## src/adcr_params.svh

```systemverilog
// Register offsets, field positions and reset values of the result block
`ifndef ADCR_PARAMS_SVH
`define ADCR_PARAMS_SVH

// ----------------------------------------------------------------
// Register byte offsets
// ----------------------------------------------------------------
`define ADCR_OFS_SLOT7      8'h00
`define ADCR_OFS_PRIO       8'h04
`define ADCR_OFS_CMP0       8'h08
`define ADCR_OFS_MONCTL     8'h0C
`define ADCR_OFS_IRQSTAT    8'h10
`define ADCR_OFS_IRQMASK    8'h14

// ----------------------------------------------------------------
// Field positions
// ----------------------------------------------------------------
`define ADCR_RES_MSB        15
`define ADCR_RES_LSB        6
`define ADCR_OVR_BIT        1
`define ADCR_RF_BIT         0
`define ADCR_MON_EN_BIT     0
`define ADCR_MON_DIR_BIT    1
`define ADCR_MON_SEL_BIT    2
`define ADCR_IRQ_HIT_BIT    0
`define ADCR_IRQ_SLOT7_OVERRUN_BIT   1
`define ADCR_IRQ_PRIORITY_OVERRUN_BIT  2

// ----------------------------------------------------------------
// Reset values
// ----------------------------------------------------------------
`define ADCR_RST_VALUE      10'h000
`define ADCR_RST_IRQ        3'h0
`define ADCR_RST_WORD       32'h00000000

`endif

```

## src/adcr_pkg.sv

```systemverilog
// Types shared by the result block modules
package adcr_pkg;

  // Result register chosen by the monitor
  typedef enum logic [0:0] {
    ADCR_SEL_SLOT7 = 1'b0,
    ADCR_SEL_PRIO  = 1'b1
  } adcr_sel_t;

  // Compare direction of the monitor
  typedef enum logic [0:0] {
    ADCR_DIR_SMALLER = 1'b0,
    ADCR_DIR_LARGER  = 1'b1
  } adcr_dir_t;

  // Register addressed by a bus transfer
  typedef enum logic [2:0] {
    ADCR_REG_SLOT7   = 3'h0,
    ADCR_REG_PRIO    = 3'h1,
    ADCR_REG_CMP0    = 3'h2,
    ADCR_REG_MONCTL  = 3'h3,
    ADCR_REG_IRQSTAT = 3'h4,
    ADCR_REG_IRQMASK = 3'h5,
    ADCR_REG_NONE    = 3'h6
  } adcr_reg_t;

  // Result store strobe with its data
  typedef struct packed {
    logic       valid;
    logic [9:0] data;
  } adcr_store_t;

  // Content of one result register
  typedef struct packed {
    logic [9:0] value;
    logic       overrun;
    logic       stored;
  } adcr_result_t;

  // Monitor 0 control settings
  typedef struct packed {
    adcr_sel_t select;
    adcr_dir_t direction;
    logic      enable;
  } adcr_mon_ctrl_t;

endpackage : adcr_pkg

```

## src/adcr_result_slot.sv

```systemverilog
// One conversion result register with its overrun and stored flags
`timescale 1ns/100ps
`default_nettype none

`include "adcr_params.svh"

module adcr_result_slot
  import adcr_pkg::*;
(
  // Clock and reset
  input  wire logic         clk,
  input  wire logic         sys_rst,
  // Converter side
  input  wire adcr_store_t  store,
  // Bus side
  input  wire logic         read_clear,
  output var  adcr_result_t result
);

  logic [9:0] value;
  logic       overrun;
  logic       stored;

  // ----------------------------------------------------------------
  // Result value
  // ----------------------------------------------------------------
  // Every store replaces the held result
  always_ff @(posedge clk or posedge sys_rst) begin
    if (sys_rst) begin
      value <= `ADCR_RST_VALUE;
    end else if (store.valid) begin
      value <= store.data;
    end
  end

  // ----------------------------------------------------------------
  // Flags
  // ----------------------------------------------------------------
  // Stored flag: a store in the read cycle wins over the clear
  always_ff @(posedge clk or posedge sys_rst) begin
    if (sys_rst) begin
      stored <= 1'b0;
    end else if (store.valid) begin
      stored <= 1'b1;
    end else if (read_clear) begin
      stored <= 1'b0;
    end
  end

  // Overrun: an unread result is overwritten; read clears it
  always_ff @(posedge clk or posedge sys_rst) begin
    if (sys_rst) begin
      overrun <= 1'b0;
    end else if (store.valid && stored && !read_clear) begin
      overrun <= 1'b1;
    end else if (read_clear) begin
      overrun <= 1'b0;
    end
  end

  // Packed view for the register file
  assign result = '{value: value, overrun: overrun, stored: stored};

endmodule : adcr_result_slot

`default_nettype wire

```

## src/adcr_regs.sv

```systemverilog
// Result, compare and monitor registers of the converter with APB access
//
// The APB interface to the registers and the placing of the registers are this design's own decisions.
`timescale 1ns/100ps
`default_nettype none

`include "adcr_params.svh"

module adcr_regs
  import adcr_pkg::*;
(
  // Clock and reset
  input  wire logic        CLK,
  input  wire logic        SYS_RST,
  // APB slave
  input  wire logic        PSEL,
  input  wire logic        PENABLE,
  input  wire logic        PWRITE,
  input  wire logic [7:0]  PADDR,
  input  wire logic [31:0] PWDATA,
  input  wire logic [3:0]  PSTRB,
  output var  logic [31:0] PRDATA,
  output var  logic        PREADY,
  output var  logic        PSLVERR,
  // Converter store strobes
  input  wire adcr_store_t SLOT7_STORE,
  input  wire adcr_store_t PRIO_STORE,
  // Interrupts
  output var  logic        MONITOR0_IRQ,
  output var  logic        IRQ
);

  // ----------------------------------------------------------------
  // Functions
  // ----------------------------------------------------------------
  // Byte address to register; misaligned words are unmapped
  function automatic adcr_reg_t decode(input logic [7:0] addr);
    adcr_reg_t r;
    r = ADCR_REG_NONE;
    unique case (addr)
      `ADCR_OFS_SLOT7:   r = ADCR_REG_SLOT7;
      `ADCR_OFS_PRIO:    r = ADCR_REG_PRIO;
      `ADCR_OFS_CMP0:    r = ADCR_REG_CMP0;
      `ADCR_OFS_MONCTL:  r = ADCR_REG_MONCTL;
      `ADCR_OFS_IRQSTAT: r = ADCR_REG_IRQSTAT;
      `ADCR_OFS_IRQMASK: r = ADCR_REG_IRQMASK;
      default:           r = ADCR_REG_NONE;
    endcase
    return r;
  endfunction : decode

  // Result register as a bus word, unused bits zero
  function automatic logic [31:0] result_word(input adcr_result_t res);
    logic [31:0] w;
    w = `ADCR_RST_WORD;
    w[`ADCR_RES_MSB:`ADCR_RES_LSB] = res.value;
    w[`ADCR_OVR_BIT] = res.overrun;
    w[`ADCR_RF_BIT]  = res.stored;
    return w;
  endfunction : result_word

  // ----------------------------------------------------------------
  // Declarations
  // ----------------------------------------------------------------
  adcr_result_t   s7;
  adcr_result_t   sp;
  adcr_reg_t      setup_reg;
  adcr_reg_t      acc_reg;
  adcr_mon_ctrl_t mon_ctrl;
  adcr_store_t    mon_src;
  logic [9:0]     cmp_value;
  logic [9:0]     next_cmp;
  logic [2:0]     irq_status;
  logic [2:0]     irq_mask;
  logic [2:0]     irq_set;
  logic [2:0]     next_status;
  logic [31:0]    next_prdata;
  logic           setup;
  logic           done;
  logic           wr_done;
  logic           rd_done;
  logic           rd_s7;
  logic           rd_sp;
  logic           mon_hit;

  // ----------------------------------------------------------------
  // Bus phases
  // ----------------------------------------------------------------
  // Setup decodes; access completes one edge later
  assign setup     = PSEL && !PENABLE;
  assign done      = PSEL && PENABLE && PREADY;
  assign wr_done   = done && PWRITE;
  assign rd_done   = done && !PWRITE;
  assign setup_reg = decode(PADDR);
  assign rd_s7     = rd_done && (acc_reg == ADCR_REG_SLOT7);
  assign rd_sp     = rd_done && (acc_reg == ADCR_REG_PRIO);

  // Register latched at setup for the access edge
  always_ff @(posedge CLK or posedge SYS_RST) begin
    if (SYS_RST) begin
      acc_reg <= ADCR_REG_NONE;
    end else if (setup) begin
      acc_reg <= setup_reg;
    end
  end

  // Zero wait states: ready in the first access cycle
  always_ff @(posedge CLK or posedge SYS_RST) begin
    if (SYS_RST) begin
      PREADY  <= 1'b0;
      PSLVERR <= 1'b0;
    end else begin
      PREADY  <= setup;
      PSLVERR <= setup && (setup_reg == ADCR_REG_NONE);
    end
  end

  // ----------------------------------------------------------------
  // Result registers
  // ----------------------------------------------------------------
  // Read of the word clears overrun, and stored too unless a store comes in the same cycle
  adcr_result_slot u_slot7 (
    .clk        (CLK),
    .sys_rst    (SYS_RST),
    .store      (SLOT7_STORE),
    .read_clear (rd_s7),
    .result     (s7)
  );

  adcr_result_slot u_prio (
    .clk        (CLK),
    .sys_rst    (SYS_RST),
    .store      (PRIO_STORE),
    .read_clear (rd_sp),
    .result     (sp)
  );

  // ----------------------------------------------------------------
  // Compare and monitor control
  // ----------------------------------------------------------------
  // Byte lanes 1 and 0 carry the compare field
  always_comb begin
    next_cmp = cmp_value;
    if (PSTRB[1]) begin
      next_cmp[9:2] = PWDATA[15:8];
    end
    if (PSTRB[0]) begin
      next_cmp[1:0] = PWDATA[7:6];
    end
  end

  // Locked while enabled so a compare never sees a torn value
  always_ff @(posedge CLK or posedge SYS_RST) begin
    if (SYS_RST) begin
      cmp_value <= `ADCR_RST_VALUE;
    end else if (wr_done && acc_reg == ADCR_REG_CMP0 && !mon_ctrl.enable) begin
      cmp_value <= next_cmp;
    end
  end

  // Monitor enable, direction and source select
  always_ff @(posedge CLK or posedge SYS_RST) begin
    if (SYS_RST) begin
      mon_ctrl <= '{select: ADCR_SEL_SLOT7, direction: ADCR_DIR_SMALLER, enable: 1'b0};
    end else if (wr_done && acc_reg == ADCR_REG_MONCTL && PSTRB[0]) begin
      mon_ctrl.enable    <= PWDATA[`ADCR_MON_EN_BIT];
      mon_ctrl.direction <= adcr_dir_t'(PWDATA[`ADCR_MON_DIR_BIT]);
      mon_ctrl.select    <= adcr_sel_t'(PWDATA[`ADCR_MON_SEL_BIT]);
    end
  end

  // ----------------------------------------------------------------
  // Monitor compare
  // ----------------------------------------------------------------
  // Compare the incoming result, the one that is being stored
  assign mon_src = (mon_ctrl.select == ADCR_SEL_PRIO) ? PRIO_STORE : SLOT7_STORE;
  assign mon_hit = mon_ctrl.enable && mon_src.valid &&
                   ((mon_ctrl.direction == ADCR_DIR_LARGER) ?
                    (mon_src.data > cmp_value) : (mon_src.data < cmp_value));

  // One-cycle pulse per hit for the interrupt controller
  always_ff @(posedge CLK or posedge SYS_RST) begin
    if (SYS_RST) begin
      MONITOR0_IRQ <= 1'b0;
    end else begin
      MONITOR0_IRQ <= mon_hit;
    end
  end

  // ----------------------------------------------------------------
  // Interrupt status and mask
  // ----------------------------------------------------------------
  // Events: monitor hit and each overrun; set beats write-one clear
  always_comb begin
    irq_set = `ADCR_RST_IRQ;
    irq_set[`ADCR_IRQ_HIT_BIT]   = mon_hit;
    irq_set[`ADCR_IRQ_SLOT7_OVERRUN_BIT]  = SLOT7_STORE.valid && s7.stored && !rd_s7;
    irq_set[`ADCR_IRQ_PRIORITY_OVERRUN_BIT] = PRIO_STORE.valid && sp.stored && !rd_sp;
    next_status = irq_status;
    if (wr_done && acc_reg == ADCR_REG_IRQSTAT && PSTRB[0]) begin
      next_status = irq_status & ~PWDATA[2:0];
    end
    next_status = next_status | irq_set;
  end

  always_ff @(posedge CLK or posedge SYS_RST) begin
    if (SYS_RST) begin
      irq_status <= `ADCR_RST_IRQ;
    end else begin
      irq_status <= next_status;
    end
  end

  always_ff @(posedge CLK or posedge SYS_RST) begin
    if (SYS_RST) begin
      irq_mask <= `ADCR_RST_IRQ;
    end else if (wr_done && acc_reg == ADCR_REG_IRQMASK && PSTRB[0]) begin
      irq_mask <= PWDATA[2:0];
    end
  end

  // Level output, one cycle behind the status bits
  always_ff @(posedge CLK or posedge SYS_RST) begin
    if (SYS_RST) begin
      IRQ <= 1'b0;
    end else begin
      IRQ <= |(irq_status & irq_mask);
    end
  end

  // ----------------------------------------------------------------
  // Read data
  // ----------------------------------------------------------------
  // Sampled at setup; flags clear only at the access edge
  always_comb begin
    next_prdata = `ADCR_RST_WORD;
    unique case (setup_reg)
      ADCR_REG_SLOT7:   next_prdata = result_word(s7);
      ADCR_REG_PRIO:    next_prdata = result_word(sp);
      ADCR_REG_CMP0:    next_prdata[`ADCR_RES_MSB:`ADCR_RES_LSB] = cmp_value;
      ADCR_REG_MONCTL: begin
        next_prdata[`ADCR_MON_EN_BIT]  = mon_ctrl.enable;
        next_prdata[`ADCR_MON_DIR_BIT] = mon_ctrl.direction;
        next_prdata[`ADCR_MON_SEL_BIT] = mon_ctrl.select;
      end
      ADCR_REG_IRQSTAT: next_prdata[2:0] = irq_status;
      ADCR_REG_IRQMASK: next_prdata[2:0] = irq_mask;
      ADCR_REG_NONE:    next_prdata = `ADCR_RST_WORD;
    endcase
  end

  always_ff @(posedge CLK or posedge SYS_RST) begin
    if (SYS_RST) begin
      PRDATA <= `ADCR_RST_WORD;
    end else if (setup && !PWRITE) begin
      PRDATA <= next_prdata;
    end
  end
endmodule : adcr_regs

`default_nettype wire

```

## config.mk

```make
export PLATFORM = sky130hd
export DESIGN_NAME = adcr_regs
export DESIGN_NICKNAME = d
export VERILOG_FILES = /design/src/adcr_pkg.sv /design/src/adcr_result_slot.sv /design/src/adcr_regs.sv
export VERILOG_INCLUDE_DIRS = /design/src /design/src/src
export SDC_FILE = /design/constraint.sdc
export NUM_CORES = 1
export LEC_CHECK = 0
export BUFFER_PORTS_ARGS = -buffer_cell sky130_fd_sc_hd__buf_2
export CAP_MARGIN = 20
export CORE_MARGIN = 5
export CORE_UTILIZATION = 36
export CTS_CLUSTER_DIAMETER = 40
export DETAILED_ROUTE_END_ITERATION = 16
export GPL_TIMING_DRIVEN = 0
export PLACE_DENSITY = 0.72
export SLEW_MARGIN = 40
export SYNTH_ARGS = -nofsm -noshare
export SYNTH_HDL_FRONTEND = slang
export SYNTH_HIERARCHICAL = 1
export SYNTH_SLANG_ARGS = --single-unit
```

## constraint.sdc

```tcl
create_clock -name CLK -period 5.42 [get_ports CLK]
set_input_delay 0.271 -clock CLK [delete_from_list [all_inputs] [get_ports CLK]]
set_output_delay 0.271 -clock CLK [all_outputs]
set_load 0.02 [all_outputs]
```

---- Word-level counts from Yosys, hierarchy flattened ----
Index checks and enable logic that the tools add are counted.
word-level totals
  bits of input ports ..................... 71
  register bits after elaboration ......... 63
  output and inout bits ................... 36
  word-level logic and storage cells ...... 91
cells by class
  bitwise operators ....................... 4
  magnitude comparators ................... 2
  muxes and demuxes ....................... 12
  reductions and logical operators ........ 38
  equal/unequal tests ..................... 16
operator list
  kind                                                              count
  10-bit case mux with 3 select lines                               1
  1-bit logical AND                                                 23
  3-bit case mux with 6 select lines                                1
  8-bit by 4-bit == test with 1-bit output (second input constant)  2
  8-bit by 5-bit == test with 1-bit output (second input constant)  2
  3-bit == test (second input constant)                             5
  3-bit case mux with 5 select lines                                1
  3-bit by 2-bit == test with 1-bit output (second input constant)  4
  11-bit 2-to-1 mux                                                 1
  10-bit > comparator                                               1
  10-bit less-than comparator                                       1
  8-bit by 3-bit == test with 1-bit output (second input constant)  1
  8-bit zero test                                                   1
  2-bit nonzero test                                                4
  1-bit 2-to-1 mux                                                  7
  3-bit AND                                                         2
  3-bit by 1-bit == test with 1-bit output (second input constant)  2
  3-bit zero test                                                   2
  1-bit zero test                                                   5
  2-bit AND reduction                                               2
  3-bit 2-to-1 mux                                                  1
  3-bit NOT                                                         1
  3-bit bitwise OR                                                  1
  3-bit OR reduction                                                1

---- Longest topological paths before layout ----
Gate-level depths: netlist (run 1).
  depth after elaboration ................. 7
  mapped depth ............................ 8
  gate-level depth less buffers ........... 7

---- By module ----
Netlist (run 1), hierarchy kept.
modules (own cells, without submodules)
  module            area each (µm²)  cells an instance  sequential area each (µm²)  times used
  adcr_regs         2416.1           237                978.4                       1
  adcr_result_slot  494.2            30                 300.3                       2

---- Worst setup path after synthesis (run 1) ----
No wires, ideal clock.
  path type ............................... reg-to-reg
  start point ............................. reg mon_ctrl[2] in the netlist's numbering
  end point ............................... reg MONITOR0_IRQ
  buffers on the path ..................... 1
  path slack .............................. 3073 ps
  cell stages (with the launch flop) ...... 9
  clock period less this slack ............ 2347 ps
  setup time .............................. 127 ps
  data required time ...................... 5293 ps
  arrival ................................. 2220 ps
  path through ............................ dfrtp_1 > buf_1 > mux2_2 > ha_1 > nand3_1 > nor3_1 > o21ai_0 > o211a_1 > mux2_1
between the ends
  word-level cells in the longest chain between the ends .. 4
  elaborated cells between the ends (all ways) .. 6
  those cells by class .................... order compare (2); mux (2); reduce/logical (2)
ends and longest elaborated chain
  element                                                                    RTL line          source
  start: declaration                                                         adcr_regs.sv:69   adcr_mon_ctrl_t mon_ctrl;
  start signal: assignment                                                   adcr_regs.sv:164  mon_ctrl <= '{select: ADCR_SEL_SLOT7, direction: ADCR_DIR_SMALLER, enable: 1'b0};
  11-bit 2-to-1 mux (*)                                                      adcr_regs.sv:176  assign mon_src = (mon_ctrl.select == ADCR_SEL_PRIO) ? PRIO_STORE : SLOT7_STORE;
  10-bit less-than comparator / 10-bit > comparator (equally long branches)  adcr_regs.sv:179  (mon_src.data > cmp_value) : (mon_src.data < cmp_value));
  1-bit 2-to-1 mux                                                           adcr_regs.sv:178  ((mon_ctrl.direction == ADCR_DIR_LARGER) ?
  1-bit logical AND (*)                                                      adcr_regs.sv:177  assign mon_hit = mon_ctrl.enable && mon_src.valid &&
  net mon_hit                                                                adcr_regs.sv:84   logic mon_hit;
  end signal: assignment                                                     adcr_regs.sv:186  MONITOR0_IRQ <= mon_hit;
  end: declaration                                                           adcr_regs.sv:29   output var logic MONITOR0_IRQ,
Mark *: on every way through the listed nets, which the timed path passes. The rest lies on a longest branch.
A chain may end at the register's enable or synchronous reset.

---- Worst setup path in the final report (run 1) ----
Same ends and word-level chain as after synthesis.

==> impl_metrics.csv, run 1 <==
group,metric,value,unit
synthesis,synth_edf_count,0,
sta,skew,0.00816,ns
clock_network,cts_tree,"done",
synthesis,yosys.cell_types.count,52,
setup_path,crit_family,"multiplexers",
route,routed_wl,8.46,mm
grt,grt_pass1_wl,13.6,mm
placed_design,dp_hpwl,6.71,mm
sta,fin_tns_setup,0,ns
floorplan,fp.dieH,107,um
grt,grt_max_degree,22,
finish,post_route_cells_drive_above_1_share,0.397,
floorplan,ios,107,
sta,hold_viol,0,
synthesis,synth_top_family_by_area,"multiplexers",
sta,rsz0062_at_grt,"no",
sta,post-route-period-util,0.529,
synthesis,syn_area,3400,sq um
placed_design,pre_cts_slack,2.56,ns
clock_network,h-tree-depth,3,
route,vias,2570,
clock_network,numCtsBuffers,9,
finish,n_antenna_cell,0,
synthesis,synth_flop_cell,"dfrtp_1",
finish,fillCellCount,856,
route,drt_iter0_drc,134,
setup_path,arrival,3.08,ns
setup_path,setup.worst_path.start_class,"register",
synthesis,syn_avg_cell_area,11.5,sq um
finish,multi_input_area,1600,sq um
clock_network,clockBufferDepth,2,
synthesis,yosysWarnings,6,
sta,setup_slack,2.55,ns
placed_design,place_congestion,0.833,
route,detail_route.wl_per_cell,16.0,um
run,drv_cap,0,
setup_path,critPathKind,"register to register",
finish,fin_nets,474,
hold_path,min_path_type,"input port to register",
finish,final_common_cell,"buf_2",
floorplan,row_count,35,
setup_path,reg2regPathDepth,8,
synthesis,synth-simple-area-share,0.111,
power_and_ir_drop,p_total,1.06,mW
placed_design,portBuffers,65,
synthesis,synth_fa_ha_area_frac,0.0368,
route,dr.pass1.iters,4,
clock_network,root_buffer,"clkbuf_8",
finish,syn_to_final_growth,22.5,%
clock_network,ctsResizeCount,0,
clock_network,clkLatencyLatePin,0.34,ns
sta,worstMarginPinSlew,0.814,ns
synthesis,synthXorXnorAreaFrac,0,
clock_network,cts.sinks,63,
placed_design,place_area,3990,sq um
synthesis,synthMuxAreaShare,0.189,
grt,grt_pass1_vias,2644,
finish,fin_cells,527,
setup_path,cp_num_buf_inv,1,
route,routed_via_density,4.88,
setup_path,end_kind,"register",
floorplan,fp.dieW,107,um
finish,largest_register_ffs,13,
synthesis,synth_cells,297,
floorplan,dieArea,11500,sq um
power_and_ir_drop,power_leakage,2.01,nW
sta,holdWs,0.140,ns
setup_path,worstPathCellList,"buf_1, mux2_2, ha_1, nand3_1, nor3_1, o21ai_0, o211a_1, mux2_1",
grt,grt_antenna_before_repair,0,
setup_path,cp_slowest_cell,"buf_1",
sta,relSlewSlack,0.455,
floorplan,coreArea,9240,sq um
synthesis,synth_compound_area_frac,0.113,
sta,finalMaxSlewViolations,0,
finish,largest_register,"PRDATA",
setup_path,crit_required,5.64,ns
power_and_ir_drop,peakVddDrop,0.115,mV
sta,setup_viol,0,
placed_design,placed_cells,510,
finish,layout.area.seq,1580,sq um
grt,grt_usage,0.151,
synthesis,ys_async_sr_fraction,1.00,
power_and_ir_drop,power_density,254,nW/um^2
finish,final_area,4170,sq um
finish,final_cell_mix,"buf_2, dfrtp_1, mux2_2, buf_4, conb_1",
setup_path,slowest_delay,0.56,ns
setup_path,worstSetupPathDepth,8,
setup_path,crit_path_max_fanout,10,
synthesis,yosysSeqAreaShare,0.464,
route,drc_errors,0,
hold_path,hold_depth,2,
clock_network,clk_pin_slew,0.07,ns
route,ant_nets,0,
floorplan,initial_core_util,0.368,
synthesis,synth-seq-cells,63,
grt,grt-ovfl-total,0,
sta,fmax,349,MHz
run_status,status,"finished, final reports clean",
finish,utilization,0.451,
sta,period_minus_slack,2.87,ns
-- metal layers --
metal,GRT usage,routed length (um)
met1,0.200,3800
met2,0.242,4100
met3,0.0283,388
met4,0.0630,169
met5,0,0
-- worst reg2reg max path: stages (launching register included) --
cell and delay (ns):
dfrtp_1 0.43, buf_1 0.57, mux2_2 0.43, ha_1 0.30, nand3_1 0.10, nor3_1 0.27
o21ai_0 0.14, o211a_1 0.18, mux2_1 0.33
-- cell type report --
type | instances | share of cell area
inverters | 17 | 0.0153
repair buffers | 67 | 0.0870
clock inverters | 5 | 0.00810
clock buffers | 11 | 0.0339
multi-input cells | 203 | 0.384
well taps | 129 | 0.0387
plain buffers | 32 | 0.0543
flip-flops and latches | 63 | 0.379
-- path summary, 6_finish.rpt --
check	start	endpoint	slack, ns
max	mon_ctrl[2]	MONITOR0_IRQ	2.55
min	PWDATA[11]	cmp_value[5]	0.14
min reg2reg	acc_reg[2]	acc_reg[2]	0.50
max in group asynchronous	SYS_RST	PRDATA[0]	4.45
max reg2reg	mon_ctrl[2]	MONITOR0_IRQ	2.55
min in group asynchronous	SYS_RST	PRDATA[10]	0.51
-- cell families (layout without fill, tap and decap cells) --
kind of cell,after synthesis,count (layout)
other,1,19
AO/OA/AOI/OAI,56,56
adder cells (fa/ha/maj),10,10
multiplexers,52,52
flip-flops,63,63
AND/OR/NAND/NOR,66,66
buffers and inverters,49,132
-- report_power, final --
| group | internal (mW) | switching (mW) | leakage, nW |
|---|---|---|---|
| sequential | 0.503 | 0.0227 | 0.781 |
| clock | 0.178 | 0.187 | 0.0853 |
| combinational | 0.0821 | 0.0881 | 1.14 |
-- repair_timing --
action                                 CTS  global route
buffers inserted                         0             0
endpoints found under the hold margin   40             0
hold buffers                             1             0
-- cells in the mapped netlist (3+ instances only) --
| cell type | instances | area share |
|---|---|---|
| a22oi_1 | 12 | 0.026 |
| nand3_1 | 12 | 0.018 |
| a21oi_1 | 11 | 0.016 |
| o211ai_1 | 7 | 0.015 |
| nor2_1 | 14 | 0.015 |
| clkbuf_1 | 4 | 0.0044 |
| mux2_2 | 23 | 0.076 |
| o21ai_0 | 3 | 0.0044 |
| dfrtp_1 | 61 | 0.45 |
| and2_1 | 3 | 0.0055 |
| o22ai_1 | 6 | 0.011 |
| mux2_1 | 11 | 0.036 |
| nand2_1 | 17 | 0.019 |
| inv_1 | 16 | 0.018 |
| buf_4 | 23 | 0.051 |
| mux2_4 | 16 | 0.071 |
| ha_1 | 10 | 0.037 |
Power figures use the tool's default switching activity.
==> inputs of run 2 (changes only) <==
- clock period: 5.42 -> 2.7 ns (I/O delays scaled with it)
==> impl_metrics.csv, run 2 (synthesis results as in run 1) <==
group,metric,value,unit
run_status,status,"finished, final reports clean",
setup_path,worstPathCellList,"mux2_2, ha_1, nand3_1, nor3_1, o21ai_0, o211a_1, mux2_1",
route,detail_route.wl_per_cell,16.0,um
setup_path,rr_startpoint,"mon_ctrl[2]",
finish,post_route_cells_drive_above_1_share,0.399,
setup_path,arrival,2.63,ns
placed_design,place_area,3990,sq um
power_and_ir_drop,p_total,2.13,mW
power_and_ir_drop,peakVddDrop,0.231,mV
sta,rsz0062_at_grt,"no",
floorplan,ios,107,
clock_network,clkLatencyLatePin,0.34,ns
setup_path,end_kind,"register",
clock_network,clockBufferDepth,2,
grt,grt_antenna_before_repair,0,
sta,post-route-period-util,0.895,
route,routed_wl,8.44,mm
finish,fillCellCount,853,
clock_network,postCtsSetupRepairBufs,0,
setup_path,cp_num_buf_inv,0,
finish,fin_cells,527,
route,dr.pass1.iters,4,
floorplan,dieArea,11500,sq um
setup_path,slowest_delay,0.57,ns
clock_network,h-tree-depth,3,
setup_path,crit_required,2.92,ns
route,drt_iter0_drc,158,
setup_path,critPathKind,"register to register",
clock_network,cts.sinks,63,
clock_network,clk_pin_slew,0.07,ns
sta,relSlewSlack,0.473,
sta,finalMaxSlewViolations,0,
route,routed_via_density,4.90,
finish,final_cell_mix,"buf_2, dfrtp_1, mux2_2, buf_4, conb_1",
placed_design,dp_hpwl,6.71,mm
setup_path,cp_slowest_cell,"dfrtp_2",
clock_network,cts_tree,"done",
floorplan,initial_core_util,0.368,
grt,grt_usage,0.150,
placed_design,portBuffers,65,
grt,grt_pass1_vias,2639,
finish,fin_nets,474,
finish,final_area,4180,sq um
power_and_ir_drop,power_leakage,2.01,nW
grt,grt_max_degree,22,
floorplan,fp.dieH,107,um
placed_design,placed_cells,510,
power_and_ir_drop,power_density,510,nW/um^2
clock_network,root_buffer,"clkbuf_8",
floorplan,row_count,35,
finish,n_antenna_cell,0,
sta,worstMarginPinSlew,0.786,ns
hold_path,min_from,"PWDATA[13]",
setup_path,crit_path_max_fanout,13,
grt,grt_pass1_wl,13.6,mm
hold_path,min_path_type,"input port to register",
sta,skew,0.00981,ns
floorplan,coreArea,9240,sq um
clock_network,numCtsBuffers,9,
sta,fmax,414,MHz
route,drc_errors,0,
sta,holdWs,0.00901,ns
sta,setup_viol,0,
run,drv_cap,0,
setup_path,crit_family,"multiplexers",
route,vias,2584,
setup_path,setup.worst_path.start_class,"register",
setup_path,critPathLaunch,"mon_ctrl[2]",
finish,layout.area.seq,1580,sq um
sta,period_minus_slack,2.42,ns
floorplan,fp.dieW,107,um
route,ant_nets,0,
sta,hold_viol,0,
finish,largest_register,"PRDATA",
finish,final_common_cell,"buf_2",
grt,grt-ovfl-total,0,
finish,largest_register_ffs,13,
placed_design,place_congestion,0.833,
finish,syn_to_final_growth,22.7,%
finish,multi_input_area,1600,sq um
## run 2: cell type report
class                   instances  area share
plain buffers                  31      0.0533
flip-flops and latches         63       0.378
clock buffers                  11      0.0338
repair buffers                 68      0.0892
clock inverters                 5     0.00808
inverters                      17      0.0153
well taps                     129      0.0386
multi-input cells             203       0.384
## run 2: per-layer routing
metal	wire length [um]	vias to the layer above	global-route usage
met4	158	0	0.0630
met5	0	-	0
met1	3800	1265	0.201
met3	406	12	0.0283
met2	4070	80	0.239
li1	-	1227	-
## run 2: power breakdown
group / switching, mW / internal [mW]
clock network: 0.377 / 0.356
logic: 0.177 / 0.166
registers: 0.0460 / 1.01
## run 2: path summary, 6_finish.rpt
check / to / cells past startpoint / slack [ns]
setup / recovery: MONITOR0_IRQ / 7 / 0.28
hold / removal: cmp_value[7] / 2 / 0.009
setup reg to reg: MONITOR0_IRQ / 7 / 0.28
hold reg to reg: acc_reg[2] / 2 / 0.50
max in group asynchronous: mon_ctrl[2] / 4 / 1.84
min in group asynchronous: PRDATA[10] / 3 / 0.37
## run 2: repair_timing
action                                  4_1_cts  5_1_grt
endpoints found under the setup margin        1        1
hold buffers                                  2        0
gates cloned                                  0        0
hold endpoints to repair                     41        0
gates resized for setup                       0        1
## run 2: per-stage QoR
step                      setup WS (ns)  TNS (ns)  utilization
after global routing              0.163         0        0.452
final                             0.284         0        0.452
after floorplan                   0.353         0            -
after detailed placement         -0.156    -0.156        0.431
after global placement           -0.100    -0.100        0.428
after CTS                        0.0878         0        0.452
==> inputs of run 3 (changes only) <==
- CELL_PAD_IN_SITES_DETAIL_PLACEMENT: unset -> 0
- CELL_PAD_IN_SITES_GLOBAL_PLACEMENT: unset -> 1
- PLACE_DENSITY: 0.72 -> 0.86
==> impl_metrics.csv, run 3 (synthesis results as in run 1) <==
group,metric,value,unit
run_status,status,"finished, final reports clean",
grt,grt_use_met2,0.265,
route,detail_route.wl_per_cell,16.7,um
finish,fin_nets,476,
setup_path,critPathKind,"register to register",
run,drv_cap,0,
sta,worstMarginPinSlew,0.590,ns
sta,rsz0062_at_grt,"no",
clock_network,postCtsSetupRepairBufs,0,
clock_network,clkLatencyLatePin,0.34,ns
finish,utilization,0.455,
route,routed_wl,8.81,mm
placed_design,place_area,3990,sq um
sta,post-route-period-util,0.926,
sta,fmax,400,MHz
floorplan,dieArea,11500,sq um
power_and_ir_drop,p_total,2.20,mW
sta,period_minus_slack,2.50,ns
sta,setup_viol,0,
power_and_ir_drop,power_leakage,2.03,nW
finish,syn_to_final_growth,23.4,%
placed_design,portBuffers,65,
grt,grt_usage,0.161,
setup_path,end_kind,"register",
power_and_ir_drop,swShare,0.273,
clock_network,numCtsBuffers,9,
finish,fillCellCount,892,
route,ant_nets,0,
sta,finalMaxSlewViolations,0,
finish,n_antenna_cell,0,
placed_design,dp_hpwl,6.62,mm
grt,met1_usage,0.191,
power_and_ir_drop,p_seq_frac,0.480,
grt,grt_pass1_wl,14.0,mm
sta,skew,0.00830,ns
clock_network,cts_tree,"done",
route,drt_iter0_drc,104,
route,drc_errors,0,
finish,largest_register_ffs,13,
route,vias,2543,
setup_path,crit_required,2.92,ns
finish,final_common_cell,"buf_2",
route,dr.pass1.iters,4,
floorplan,ios,107,
finish,largest_register,"PRDATA",
power_and_ir_drop,pwr-share-comb,0.156,
clock_network,h-tree-depth,3,
clock_network,clk_pin_slew,0.08,ns
power_and_ir_drop,peakVddDrop,0.221,mV
power_and_ir_drop,clock_power_share,0.364,
sta,holdWs,0.0165,ns
sta,relSlewSlack,0.607,
route,routed_via_density,4.81,
power_and_ir_drop,internal_power,1.60,mW
power_and_ir_drop,p_sw,600,uW
grt,grt_pass1_vias,2775,
finish,post_route_cells_drive_above_1_share,0.400,
grt,grt-ovfl-total,0,
sta,hold_viol,0,
placed_design,place_congestion,0.785,
setup_path,crit_path_max_fanout,13,
hold_path,min_path_type,"input port to register",
grt,grt_antenna_before_repair,0,
floorplan,row_count,35,
floorplan,coreArea,9240,sq um
clock_network,cts.sinks,63,
finish,final_cell_mix,"buf_2, dfrtp_1, buf_4, mux2_2, conb_1",
clock_network,root_buffer,"clkbuf_8",
setup_path,arrival,2.72,ns
floorplan,fp.dieW,107,um
grt,met3_usage,0.0524,
floorplan,initial_core_util,0.368,
grt,grt_max_degree,26,
setup_path,setup.worst_path.start_class,"register",
clock_network,clockBufferDepth,2,
floorplan,fp.dieH,107,um
finish,final_area,4200,sq um
grt,grt.busiest_layer,"met2",
power_and_ir_drop,power_density,523,nW/um^2
[run 3: metal layers]
layer | share of wire | wire (um)
met2 | 0.51 | 4460
met1 | 0.42 | 3680
met5 | 0 | 0
met3 | 0.063 | 559
met4 | 0.012 | 108
[run 3: final timing paths]
path | from | end | slack, ns | cells past startpoint
max | mon_ctrl[2] | MONITOR0_IRQ | 0.20 | 7
max in group asynchronous | SYS_RST | mon_ctrl[2] | 1.89 | 4
min reg2reg | PRDATA[0] | PRDATA[0] | 0.51 | 1
min in group asynchronous | SYS_RST | cmp_value[7] | 0.34 | 3
min | PWDATA[14] | cmp_value[8] | 0.02 | 2
max reg2reg | mon_ctrl[2] | MONITOR0_IRQ | 0.20 | 7
[run 3: cell type report]
class | instances | area [sq um] | area share
clock buffer | 10 | 128 | 0.0304
timing repair buffer | 70 | 383 | 0.0911
inverter | 17 | 63.8 | 0.0152
clock inverter | 6 | 61.3 | 0.0146
buffer | 31 | 223 | 0.0530
sequential | 63 | 1580 | 0.376
multi-input combinational | 203 | 1600 | 0.381
tap | 129 | 161 | 0.0384
[run 3: through the flow]
| step | cells | TNS (ns) | setup slack (ns) |
|---|---|---|---|
| floorplan | 315 | 0 | 0.353 |
| global placement | 509 | -0.224 | -0.209 |
| detailed placement | 511 | -0.310 | -0.257 |
| CTS | 529 | 0 | 0.184 |
| global route | 529 | 0 | 0.0702 |
| finish | 529 | 0 | 0.201 |
[run 3: worst max-delay path: stages, from the launching register on]
cell     delay [ns]
dfrtp_2        0.59
mux2_2         0.39
ha_1           0.29
nand3_1        0.10
nor3_1         0.31
o21ai_0        0.17
o211a_1        0.20
mux2_1         0.33
[run 3: power groups by stage]
| stage | Combinational (mW) | Clock [mW] | Sequential (mW) |
|---|---|---|---|
| floorplan | 0.218 | 0 | 1.07 |
| detailed placement | 0.341 | 0 | 1.07 |
| CTS | 0.346 | 0.820 | 1.05 |
| finish | 0.343 | 0.800 | 1.05 |
| global placement | 0.329 | 0 | 1.07 |
| global route | 0.376 | 0.869 | 1.06 |
[run 3: what timing repair did]
action | CTS | global route
resized for setup | 1 | 0
endpoints found under the setup margin | 2 | 0
hold buffers | 3 | 0
hold endpoints to repair | 38 | 0
